$ cat config.mk
export PLATFORM = sky130hd
export DESIGN_NAME = dsc_slice
export DESIGN_NICKNAME = d
export VERILOG_FILES = /design/src/dsc_pkg.sv /design/src/dsc_slice.sv
export SDC_FILE = /design/constraint.sdc
export NUM_CORES = 2
export LEC_CHECK = 0
export BUFFER_PORTS_ARGS = -buffer_cell sky130_fd_sc_hd__buf_2
export CORE_UTILIZATION = 62
export CTS_CLUSTER_DIAMETER = 60
export DETAILED_ROUTE_END_ITERATION = 16
export PLACE_DENSITY = 0.92
export RECOVER_POWER = 50
export REMOVE_ABC_BUFFERS = 1
export SYNTH_ARGS = -nofsm -noshare
export SYNTH_HDL_FRONTEND = slang
export SYNTH_SLANG_ARGS = --single-unit
$ cat constraint.sdc
create_clock -name hclk -period 16.5 [get_ports hclk]
set_clock_uncertainty 0.1 [all_clocks]
set_input_delay 3.3 -clock hclk [delete_from_list [all_inputs] [get_ports hclk]]
set_output_delay 3.3 -clock hclk [all_outputs]
set_load 0.01 [all_outputs]
$ cat src/dsc_pkg.sv
/*
  Shared constants for the arithmetic slice input and cascade block:
  operand widths, register offsets, control field positions, reset values
  and the codes of the function and carry source selects.
  Assumes a 32-bit AHB-Lite register bus and a single 100 MHz clock.
*/
package dsc_pkg;
  localparam int A_W = 30;
  localparam int B_W = 18;
  localparam int C_W = 48;
  localparam int MA_W = 25;
  localparam int PROD_W = 43;
  localparam int FIELD_W = 12;
  localparam int N_FIELD = 4;
  localparam int FSEL_W = 4;
  localparam int CSEL_W = 3;
  localparam int MODE_W = 5;
  localparam int DEPTH_W = 2;

  localparam logic [7:0] OFS_CFG = 8'h00;
  localparam logic [7:0] OFS_MODE = 8'h04;
  localparam logic [7:0] OFS_STATUS = 8'h08;
  localparam logic [7:0] OFS_RES_LO = 8'h0C;
  localparam logic [7:0] OFS_RES_HI = 8'h10;

  localparam int CFG_A_DEPTH = 0;
  localparam int CFG_B_DEPTH = 2;
  localparam int CFG_A_CASC = 4;
  localparam int CFG_B_CASC = 5;
  localparam int CFG_SPLIT = 6;
  localparam int CFG_USE_PROD = 7;
  localparam int MODE_A1_MULT = 0;
  localparam int MODE_B1_MULT = 4;

  localparam logic [7:0] CFG_RST = 8'h0A;
  localparam logic [MODE_W-1:0] MODE_RST = 5'h00;
  localparam logic [1:0] DEPTH_TWO = 2'h2;
  localparam logic [1:0] DEPTH_ZERO = 2'h0;

  localparam logic [FSEL_W-1:0] FN_ADD = 4'h0;
  localparam logic [FSEL_W-1:0] FN_SUB = 4'h3;
  localparam logic [FSEL_W-1:0] FN_XOR = 4'h4;
  localparam logic [FSEL_W-1:0] FN_AND = 4'hC;
  localparam logic [FSEL_W-1:0] FN_OR = 4'hE;

  localparam logic [CSEL_W-1:0] CS_FABRIC = 3'h0;
  localparam logic [CSEL_W-1:0] CS_CHAIN_IN = 3'h1;
  localparam logic [CSEL_W-1:0] CS_FEEDBACK = 3'h2;

  localparam logic [1:0] HTRANS_NONSEQ = 2'h2;
endpackage

$ cat src/dsc_slice.sv
/*
  Input and cascade portion of a multiply-accumulate slice: A/B input
  pipelines with cascade paths, C register, pre-adder result register,
  function select register, carry source selection with cascade and
  feedback, a simple second stage with per-field carries, and an AHB-Lite
  slave for configuration and status.
  Assumes fabric inputs are synchronous to hclk and that the neighbouring
  slices share the same clock.
*/
// The AHB-Lite register port and the register offsets are this design's own decisions.
// Summary of operation
// RULE_01: Multiplier first operand is the low 25 bits of the A path.
// RULE_02: All 30 A bits form the upper part of the A:B word.
// RULE_03: B feeds the multiplier and forms the low 18 bits of A:B.
// RULE_04: A 30-bit A cascade input may replace the direct A operand.
// RULE_05: A 30-bit A cascade output feeds the next slice.
// RULE_06: An 18-bit B cascade input may replace the direct B operand.
// RULE_07: An 18-bit B cascade output feeds the next slice.
// RULE_08: A 4-bit function select chooses the second stage operation.
// RULE_09: The 48-bit C operand reaches the adder and logic function.
// RULE_10: Carry chain input comes from the previous slice, a carry source.
// RULE_11: Carry chain output goes onward and feeds back into the carry mux.
// RULE_12: A 3-bit select picks fabric, chain or feedback carry.
// RULE_13: Four carry bits, one per 12-bit field; split mode uses all.
// RULE_14: First A register loads only while its enable is high.
// RULE_15: Second A register loads only while its enable is high.
// RULE_16: First B register loads only while its enable is high.
// RULE_17: Second B register loads only while its enable is high.
// RULE_18: Pre-adder result register loads only while its enable is high.
// RULE_19: Function select register loads only while its enable is high.
// RULE_20: C register loads only while its enable is high.
// RULE_21: Fabric carry register loads only while its enable is high.
// RULE_22: One clock drives every register of the slice.
// RULE_23: One clear input resets both A registers together.
// RULE_24: One clear input resets both B registers together.
// RULE_25: A separate clear input resets the C register alone.
// RULE_26: With enable low and no clear, a register keeps its value.
// RULE_27: Clears act synchronously on the clock edge and beat enables.
`timescale 1ns/10ps
module dsc_slice (
  input wire logic hclk,
  input wire logic hresetn,
  input wire logic hsel,
  input wire logic [31:0] haddr,
  input wire logic [1:0] htrans,
  input wire logic hwrite,
  input wire logic [2:0] hsize,
  input wire logic [31:0] hwdata,
  input wire logic hready,
  output logic [31:0] hrdata,
  output logic hreadyout,
  output logic hresp,
  input wire logic [dsc_pkg::A_W-1:0] a_operand,
  input wire logic [dsc_pkg::B_W-1:0] b_operand,
  input wire logic [dsc_pkg::C_W-1:0] c_operand,
  input wire logic [dsc_pkg::A_W-1:0] a_cascade_in,
  input wire logic [dsc_pkg::B_W-1:0] b_cascade_in,
  output logic [dsc_pkg::A_W-1:0] a_cascade_out,
  output logic [dsc_pkg::B_W-1:0] b_cascade_out,
  input wire logic [dsc_pkg::FSEL_W-1:0] arith_logic_function_sel,
  input wire logic carry_chain_in,
  output logic carry_chain_out,
  input wire logic fabric_carry_in,
  input wire logic [dsc_pkg::CSEL_W-1:0] carry_source_sel,
  output logic [dsc_pkg::N_FIELD-1:0] field_carry_out,
  output logic [dsc_pkg::C_W-1:0] slice_result,
  input wire logic a_stage1_load_en,
  input wire logic a_stage2_load_en,
  input wire logic b_stage1_load_en,
  input wire logic b_stage2_load_en,
  input wire logic preadd_result_load_en,
  input wire logic function_sel_load_en,
  input wire logic c_operand_load_en,
  input wire logic fabric_carry_load_en,
  input wire logic a_regs_clear,
  input wire logic b_regs_clear,
  input wire logic c_reg_clear
);
  import dsc_pkg::*;

  logic [7:0] cfg_q, cfg_d;
  logic [MODE_W-1:0] mode_q, mode_d;
  logic wr_pend_q, wr_pend_d;
  logic [7:0] wr_addr_q, wr_addr_d;
  logic [31:0] rdata_q, rdata_d;
  logic ready_q;

  logic [A_W-1:0] a1_q, a1_d, a2_q, a2_d;
  logic [B_W-1:0] b1_q, b1_d, b2_q, b2_d;
  logic [MA_W-1:0] ad_q, ad_d;
  logic [C_W-1:0] c_q, c_d;
  logic [FSEL_W-1:0] fsel_q, fsel_d;
  logic fcarry_q, fcarry_d;
  logic [C_W-1:0] res_q, res_d;
  logic [N_FIELD-1:0] fco_q, fco_d;
  logic chain_q, chain_d;

  logic [DEPTH_W-1:0] a_depth, b_depth;
  logic [A_W-1:0] a_in, a_path, a_mult_src;
  logic [B_W-1:0] b_in, b_path, b_mult;
  logic [MA_W-1:0] a_mult;
  logic [PROD_W-1:0] prod;
  logic [C_W-1:0] x_op, x_eff, logic_res;
  logic cin_sel, cin0, is_sub, is_arith;
  logic [FIELD_W:0] fsum [N_FIELD];
  logic [N_FIELD:0] fci;

  assign a_depth = cfg_q[CFG_A_DEPTH +: DEPTH_W];
  assign b_depth = cfg_q[CFG_B_DEPTH +: DEPTH_W];

  // Register bus. Writes complete in the data phase with no wait state.
  always_comb begin
    cfg_d = cfg_q;
    mode_d = mode_q;
    wr_pend_d = 1'b0;
    wr_addr_d = wr_addr_q;
    rdata_d = rdata_q;
    if (wr_pend_q) begin
      if (wr_addr_q == OFS_CFG) begin
        cfg_d = hwdata[7:0];
      end else if (wr_addr_q == OFS_MODE) begin
        mode_d = hwdata[MODE_W-1:0];
      end
    end
    if (hready && hsel && htrans == HTRANS_NONSEQ) begin
      wr_pend_d = hwrite;
      wr_addr_d = haddr[7:0];
      if (haddr[7:0] == OFS_CFG) begin
        rdata_d = {24'h000000, cfg_q};
      end else if (haddr[7:0] == OFS_MODE) begin
        rdata_d = {27'h0000000, mode_q};
      end else if (haddr[7:0] == OFS_STATUS) begin
        rdata_d = {27'h0000000, chain_q, fco_q};
      end else if (haddr[7:0] == OFS_RES_LO) begin
        rdata_d = res_q[31:0];
      end else if (haddr[7:0] == OFS_RES_HI) begin
        rdata_d = {16'h0000, res_q[47:32]};
      end else begin
        rdata_d = 32'h00000000;
      end
    end
  end

  always_ff @(posedge hclk or negedge hresetn) begin
    if (!hresetn) begin
      cfg_q <= CFG_RST;
      mode_q <= MODE_RST;
      wr_pend_q <= 1'b0;
      wr_addr_q <= 8'h00;
      rdata_q <= 32'h00000000;
      ready_q <= 1'b0;
    end else begin
      cfg_q <= cfg_d;
      mode_q <= mode_d;
      wr_pend_q <= wr_pend_d;
      wr_addr_q <= wr_addr_d;
      rdata_q <= rdata_d;
      ready_q <= 1'b1;
    end
  end

  assign hrdata = rdata_q;
  assign hreadyout = ready_q;
  assign hresp = 1'b0;

  // Operand sources and the A and B input pipelines.
  always_comb begin
    a_in = cfg_q[CFG_A_CASC] ? a_cascade_in : a_operand; // [RULE_04]
    b_in = cfg_q[CFG_B_CASC] ? b_cascade_in : b_operand; // [RULE_06]
    a_path = (a_depth == DEPTH_ZERO) ? a_in : a2_q;
    b_path = (b_depth == DEPTH_ZERO) ? b_in : b2_q;
    // The first stage may bypass the second for the multiplier only.
    a_mult_src = mode_q[MODE_A1_MULT] ? a1_q : a_path;
    b_mult = mode_q[MODE_B1_MULT] ? b1_q : b_path; // [RULE_03]
    a_mult = a_mult_src[MA_W-1:0]; // [RULE_01]
    a1_d = a1_q; // [RULE_26]
    a2_d = a2_q;
    b1_d = b1_q;
    b2_d = b2_q;
    if (a_regs_clear) begin // [RULE_23] [RULE_27]
      a1_d = '0;
      a2_d = '0;
    end else begin
      if (a_stage1_load_en) begin // [RULE_14]
        a1_d = a_in;
      end
      if (a_stage2_load_en) begin // [RULE_15]
        a2_d = (a_depth == DEPTH_TWO) ? a1_q : a_in;
      end
    end
    if (b_regs_clear) begin // [RULE_24] [RULE_27]
      b1_d = '0;
      b2_d = '0;
    end else begin
      if (b_stage1_load_en) begin // [RULE_16]
        b1_d = b_in;
      end
      if (b_stage2_load_en) begin // [RULE_17]
        b2_d = (b_depth == DEPTH_TWO) ? b1_q : b_in;
      end
    end
    ad_d = preadd_result_load_en ? a_mult : ad_q; // [RULE_18]
    fsel_d = function_sel_load_en ? arith_logic_function_sel
                                  : fsel_q; // [RULE_19]
    fcarry_d = fabric_carry_load_en ? fabric_carry_in
                                    : fcarry_q; // [RULE_21]
    if (c_reg_clear) begin // [RULE_25] [RULE_27]
      c_d = '0;
    end else begin
      c_d = c_operand_load_en ? c_operand : c_q; // [RULE_20]
    end
  end

  assign prod = PROD_W'($signed(ad_q) * $signed(b_mult));

  // Second stage: C against A:B or the product, field by field.
  always_comb begin
    x_op = cfg_q[CFG_USE_PROD] ? {{(C_W-PROD_W){prod[PROD_W-1]}}, prod}
                               : {a_path, b_path}; // [RULE_02] [RULE_03]
    is_sub = (fsel_q == FN_SUB);
    is_arith = (fsel_q == FN_ADD) || is_sub; // [RULE_08]
    x_eff = is_sub ? ~x_op : x_op;
    if (carry_source_sel == CS_FABRIC) begin // [RULE_12]
      cin_sel = fcarry_q;
    end else if (carry_source_sel == CS_CHAIN_IN) begin
      cin_sel = carry_chain_in; // [RULE_10]
    end else if (carry_source_sel == CS_FEEDBACK) begin
      cin_sel = chain_q; // [RULE_11]
    end else begin
      cin_sel = 1'b0;
    end
    // Subtract forms C - (X + carry) as C + ~X + ~carry.
    cin0 = is_sub ? ~cin_sel : cin_sel;
    if (fsel_q == FN_AND) begin
      logic_res = c_q & x_op; // [RULE_09]
    end else if (fsel_q == FN_OR) begin
      logic_res = c_q | x_op;
    end else begin
      logic_res = c_q ^ x_op;
    end
  end

  assign fci[0] = cin0;
  for (genvar f = 0; f < N_FIELD; f++) begin : g_field
    // In split mode every field starts from the selected carry.
    assign fsum[f] = {1'b0, c_q[f*FIELD_W +: FIELD_W]}
                   + {1'b0, x_eff[f*FIELD_W +: FIELD_W]}
                   + {{FIELD_W{1'b0}}, fci[f]};
    assign fci[f+1] = cfg_q[CFG_SPLIT] ? cin0 : fsum[f][FIELD_W];
    assign res_d[f*FIELD_W +: FIELD_W] = is_arith ?
      fsum[f][FIELD_W-1:0] : logic_res[f*FIELD_W +: FIELD_W];
    assign fco_d[f] = is_arith & fsum[f][FIELD_W]; // [RULE_13]
  end
  assign chain_d = fco_d[N_FIELD-1]; // [RULE_11]

  // Slice clears are synchronous; hresetn only brings the part up.
  always_ff @(posedge hclk or negedge hresetn) begin // [RULE_22]
    if (!hresetn) begin
      a1_q <= '0;
      a2_q <= '0;
      b1_q <= '0;
      b2_q <= '0;
      ad_q <= '0;
      c_q <= '0;
      fsel_q <= FN_ADD;
      fcarry_q <= 1'b0;
      res_q <= '0;
      fco_q <= '0;
      chain_q <= 1'b0;
    end else begin
      a1_q <= a1_d;
      a2_q <= a2_d;
      b1_q <= b1_d;
      b2_q <= b2_d;
      ad_q <= ad_d;
      c_q <= c_d;
      fsel_q <= fsel_d;
      fcarry_q <= fcarry_d;
      res_q <= res_d;
      fco_q <= fco_d;
      chain_q <= chain_d;
    end
  end

  assign a_cascade_out = a2_q; // [RULE_05]
  assign b_cascade_out = b2_q; // [RULE_07]
  assign carry_chain_out = chain_q; // [RULE_11]
  assign field_carry_out = fco_q; // [RULE_13]
  assign slice_result = res_q;
endmodule

==> results_dict.tcl <==
set metrics [dict create \
    worstPathArrival_ns 15.99 \
    grt_pass1_vias 29300 \
    synth_edf_count 0 \
    wire_per_inst_um 20.5 \
    finalHoldWorstSlack_ns 0.387 \
    post_cts_buffers 0 \
    postSynth.topFlopCell "dfrtp_1" \
    die_h_um 236 \
    synth_seq_cells 281 \
    boundaryPins 373 \
    rsz0062_at_grt "false" \
    relSlewSlack_pct -296 \
    start_kind "input port" \
    crit_top_cell "fa_1" \
    grt_overflow 0 \
    fin_setup_tns_ns 0 \
    postRouteWirelength_um 96300 \
    synth.distinct_cells 76 \
    gp_congestion 0.953 \
    drt_iter0_markers 2829 \
    synthCells 3782 \
    routed_via_density 6.11 \
    numCtsBuffers 30 \
    cts_sinks 281 \
    fmax_mhz 63.9 \
    drive_gt1_share_pct 13.4 \
    finalCritPeriodShare_pct 94.9 \
    grt_max_degree 175 \
    grt_usage_pct 34.8 \
    outcome "finished with violations" \
    seq_area_frac_synth_pct 20.7 \
    maxSlewViolCount 572 \
    critPathMaxFanout 23 \
    grt_first_pass_wirelength_um 154000 \
    io_buffers 320 \
    dp_cells 4644 \
    cts_root_buffer "clkbuf_16" \
    synth_area_leaders "fa_1, dfrtp_1, ha_1" \
    end_kind "flip-flop" \
    min_path_type "flip-flop to flip-flop" \
    syn_area_mm2 0.0339 \
    synth_warnings 0 \
    antenna_found_initial 6 \
    synth_top_area_share_pct 26.5 \
    nets 4914 \
    finalHoldViolations 0 \
    syn_avg_cell_area_um2 8.97 \
    timing.final.crit_period_ns 15.66 \
    area_growth_syn_to_layout_pct 9.85 \
    setup_viol 0 \
    synth_commonest_cells "inv_1, nand2_1, fa_1, dfrtp_1, nor2_1" \
    yosys.area.top_type "fa_1" \
    yosysMostFrequentCell "inv_1" \
    vias 28700 \
    asyncSetResetFlopFracSynth_pct 100 \
    crit_slowest_cell "fa_1" \
    hpwl_um 73500 \
    core_mm2 0.0539 \
    fp.dieArea_mm2 0.0556 \
    die_x_um 236 \
    path_class "input port to flip-flop" \
    violations "max-capacitance violations, max-slew violations" \
    num_rows 85 \
    cp_slowest_stage_delay_ns 0.50 \
    worst_pin_slew_ns 5.94 \
    stdcell_count 4705 \
    ctsHtreeMaxLevel 1 \
    cp_data_required_time_ns 16.84 \
    start_util_pct 62.9 \
    cts_tree "built" \
    drc_errors 0 \
    cap_violations 8 \
    clock_path_buffers 3 \
    drtPass1Iterations 9 \
    postLayoutCoreUtil_pct 69.1 \
    clk_latency_ns 0.61 \
    r2r_slack_ns 2.73 \
    detail-route-antenna-nets 0 \
    clk_pin_slew_worst_paths_ns 0.07 \
]
## flip-flops by register name, summed over array words and instances, names as in the netlist, 5 cells and up
name	flops
hrdata	32
b1_q	18
mode_q	5
cfg_q	8
a1_q	30
b_cascade_out	18
c_q	48
wr_addr_q	8
a_cascade_out	30
slice_result	48
ad_q	25
## path summary, 6_finish.rpt
path | start | end | cells past startpoint
worst max-delay path | b_cascade_in[5] | slice_result[46] | 64
worst min-delay path | hrdata[6] | hrdata[6] | 2
worst max register to register | cfg_q[5] | slice_result[46] | 64
worst min register to register | hrdata[6] | hrdata[6] | 2
max in group asynchronous | hresetn | cfg_q[4] | 2
min in group asynchronous | hresetn | mode_q[3] | 1
## routing by layer
layer	track usage, %	share of wire [%]	routed length, um	up-vias
li1	-	-	-	12400
met1	43.7	36	34700	14200
met2	57.1	48	46400	1695
met3	7.56	11	10100	367
met4	17.3	5.4	5170	0
met5	0	0	0	-
## cell families after synthesis
family                   Yosys count  share of synthesized area, %
AO/OA/AOI/OAI                    630                          11.8
XOR/XNOR                         131                          3.38
adder cells (fa/ha/maj)          696                          35.6
buffers and inverters            801                          8.93
flip-flops                       281                          20.7
multiplexers                     198                          5.94
other                              2                        0.0221
AND/OR/NAND/NOR                 1043                          13.6
## placed cells by master, fill, tap and decap left out, types with 13 or more instances in the layout
| cell type | Yosys | layout |
|---|---|---|
| clkbuf_1 | 176 | 16 |
| clkbuf_16 | 0 | 30 |
| xor2_1 | 45 | 45 |
| mux2i_1 | 175 | 174 |
| or2_2 | 27 | 27 |
| nor2_1 | 271 | 269 |
| and2_1 | 92 | 92 |
| xnor2_1 | 86 | 86 |
| ha_1 | 247 | 247 |
| inv_1 | 567 | 567 |
| nand2_1 | 494 | 492 |
| a21o_1 | 29 | 29 |
| a22o_1 | 16 | 16 |
| mux2_2 | 21 | 20 |
| fa_1 | 449 | 448 |
| buf_4 | 2 | 77 |
| dfrtp_1 | 279 | 276 |
| nor2b_1 | 78 | 76 |
| o21ai_2 | 6 | 13 |
| o21ai_0 | 196 | 188 |
| o211ai_1 | 97 | 97 |
| nor3_1 | 17 | 16 |
| o21ai_1 | 13 | 14 |
| buf_2 | 5 | 310 |
| a211oi_1 | 58 | 56 |
| nand2b_1 | 15 | 15 |
| a21oi_1 | 131 | 127 |
## worst max-delay path, delay by kind of cell
kind | cells | cell delay [ns]
adder cells (fa/ha/maj) | 14 | 5.29
multiplexers | 1 | 0.13
XOR/XNOR | 2 | 0.36
buffers and inverters | 10 | 1.22
AND/OR/NAND/NOR | 6 | 0.69
AO/OA/AOI/OAI | 31 | 5.00
## area by class of cell
class	instances	area [um^2]
diodes	5	12.5
clock buffers	36	793
clock inverters	20	280
fillers	3684	16700
inverters	567	2130
multi-input cells	2700	24000
flip-flops and latches	281	7040
well taps	696	871
repair buffers	400	2180
## metrics by stage
stage	cell area (um^2)	worst slack, ns
finish	37300	0.843
global route	37300	0.0180
CTS	37200	0.268
detailed placement	36200	-0.161
global placement	36200	0.118
floorplan	33000	0.270
## timing repair
item | 4_1_cts | 5_1_grt
hold buffers | 0 | 0
endpoints found under the setup margin | 0 | 7
resized for setup | 0 | 20
Power is not shown: default switching activity piles up to over one toggle a cycle in this logic, so the estimate is an artifact.
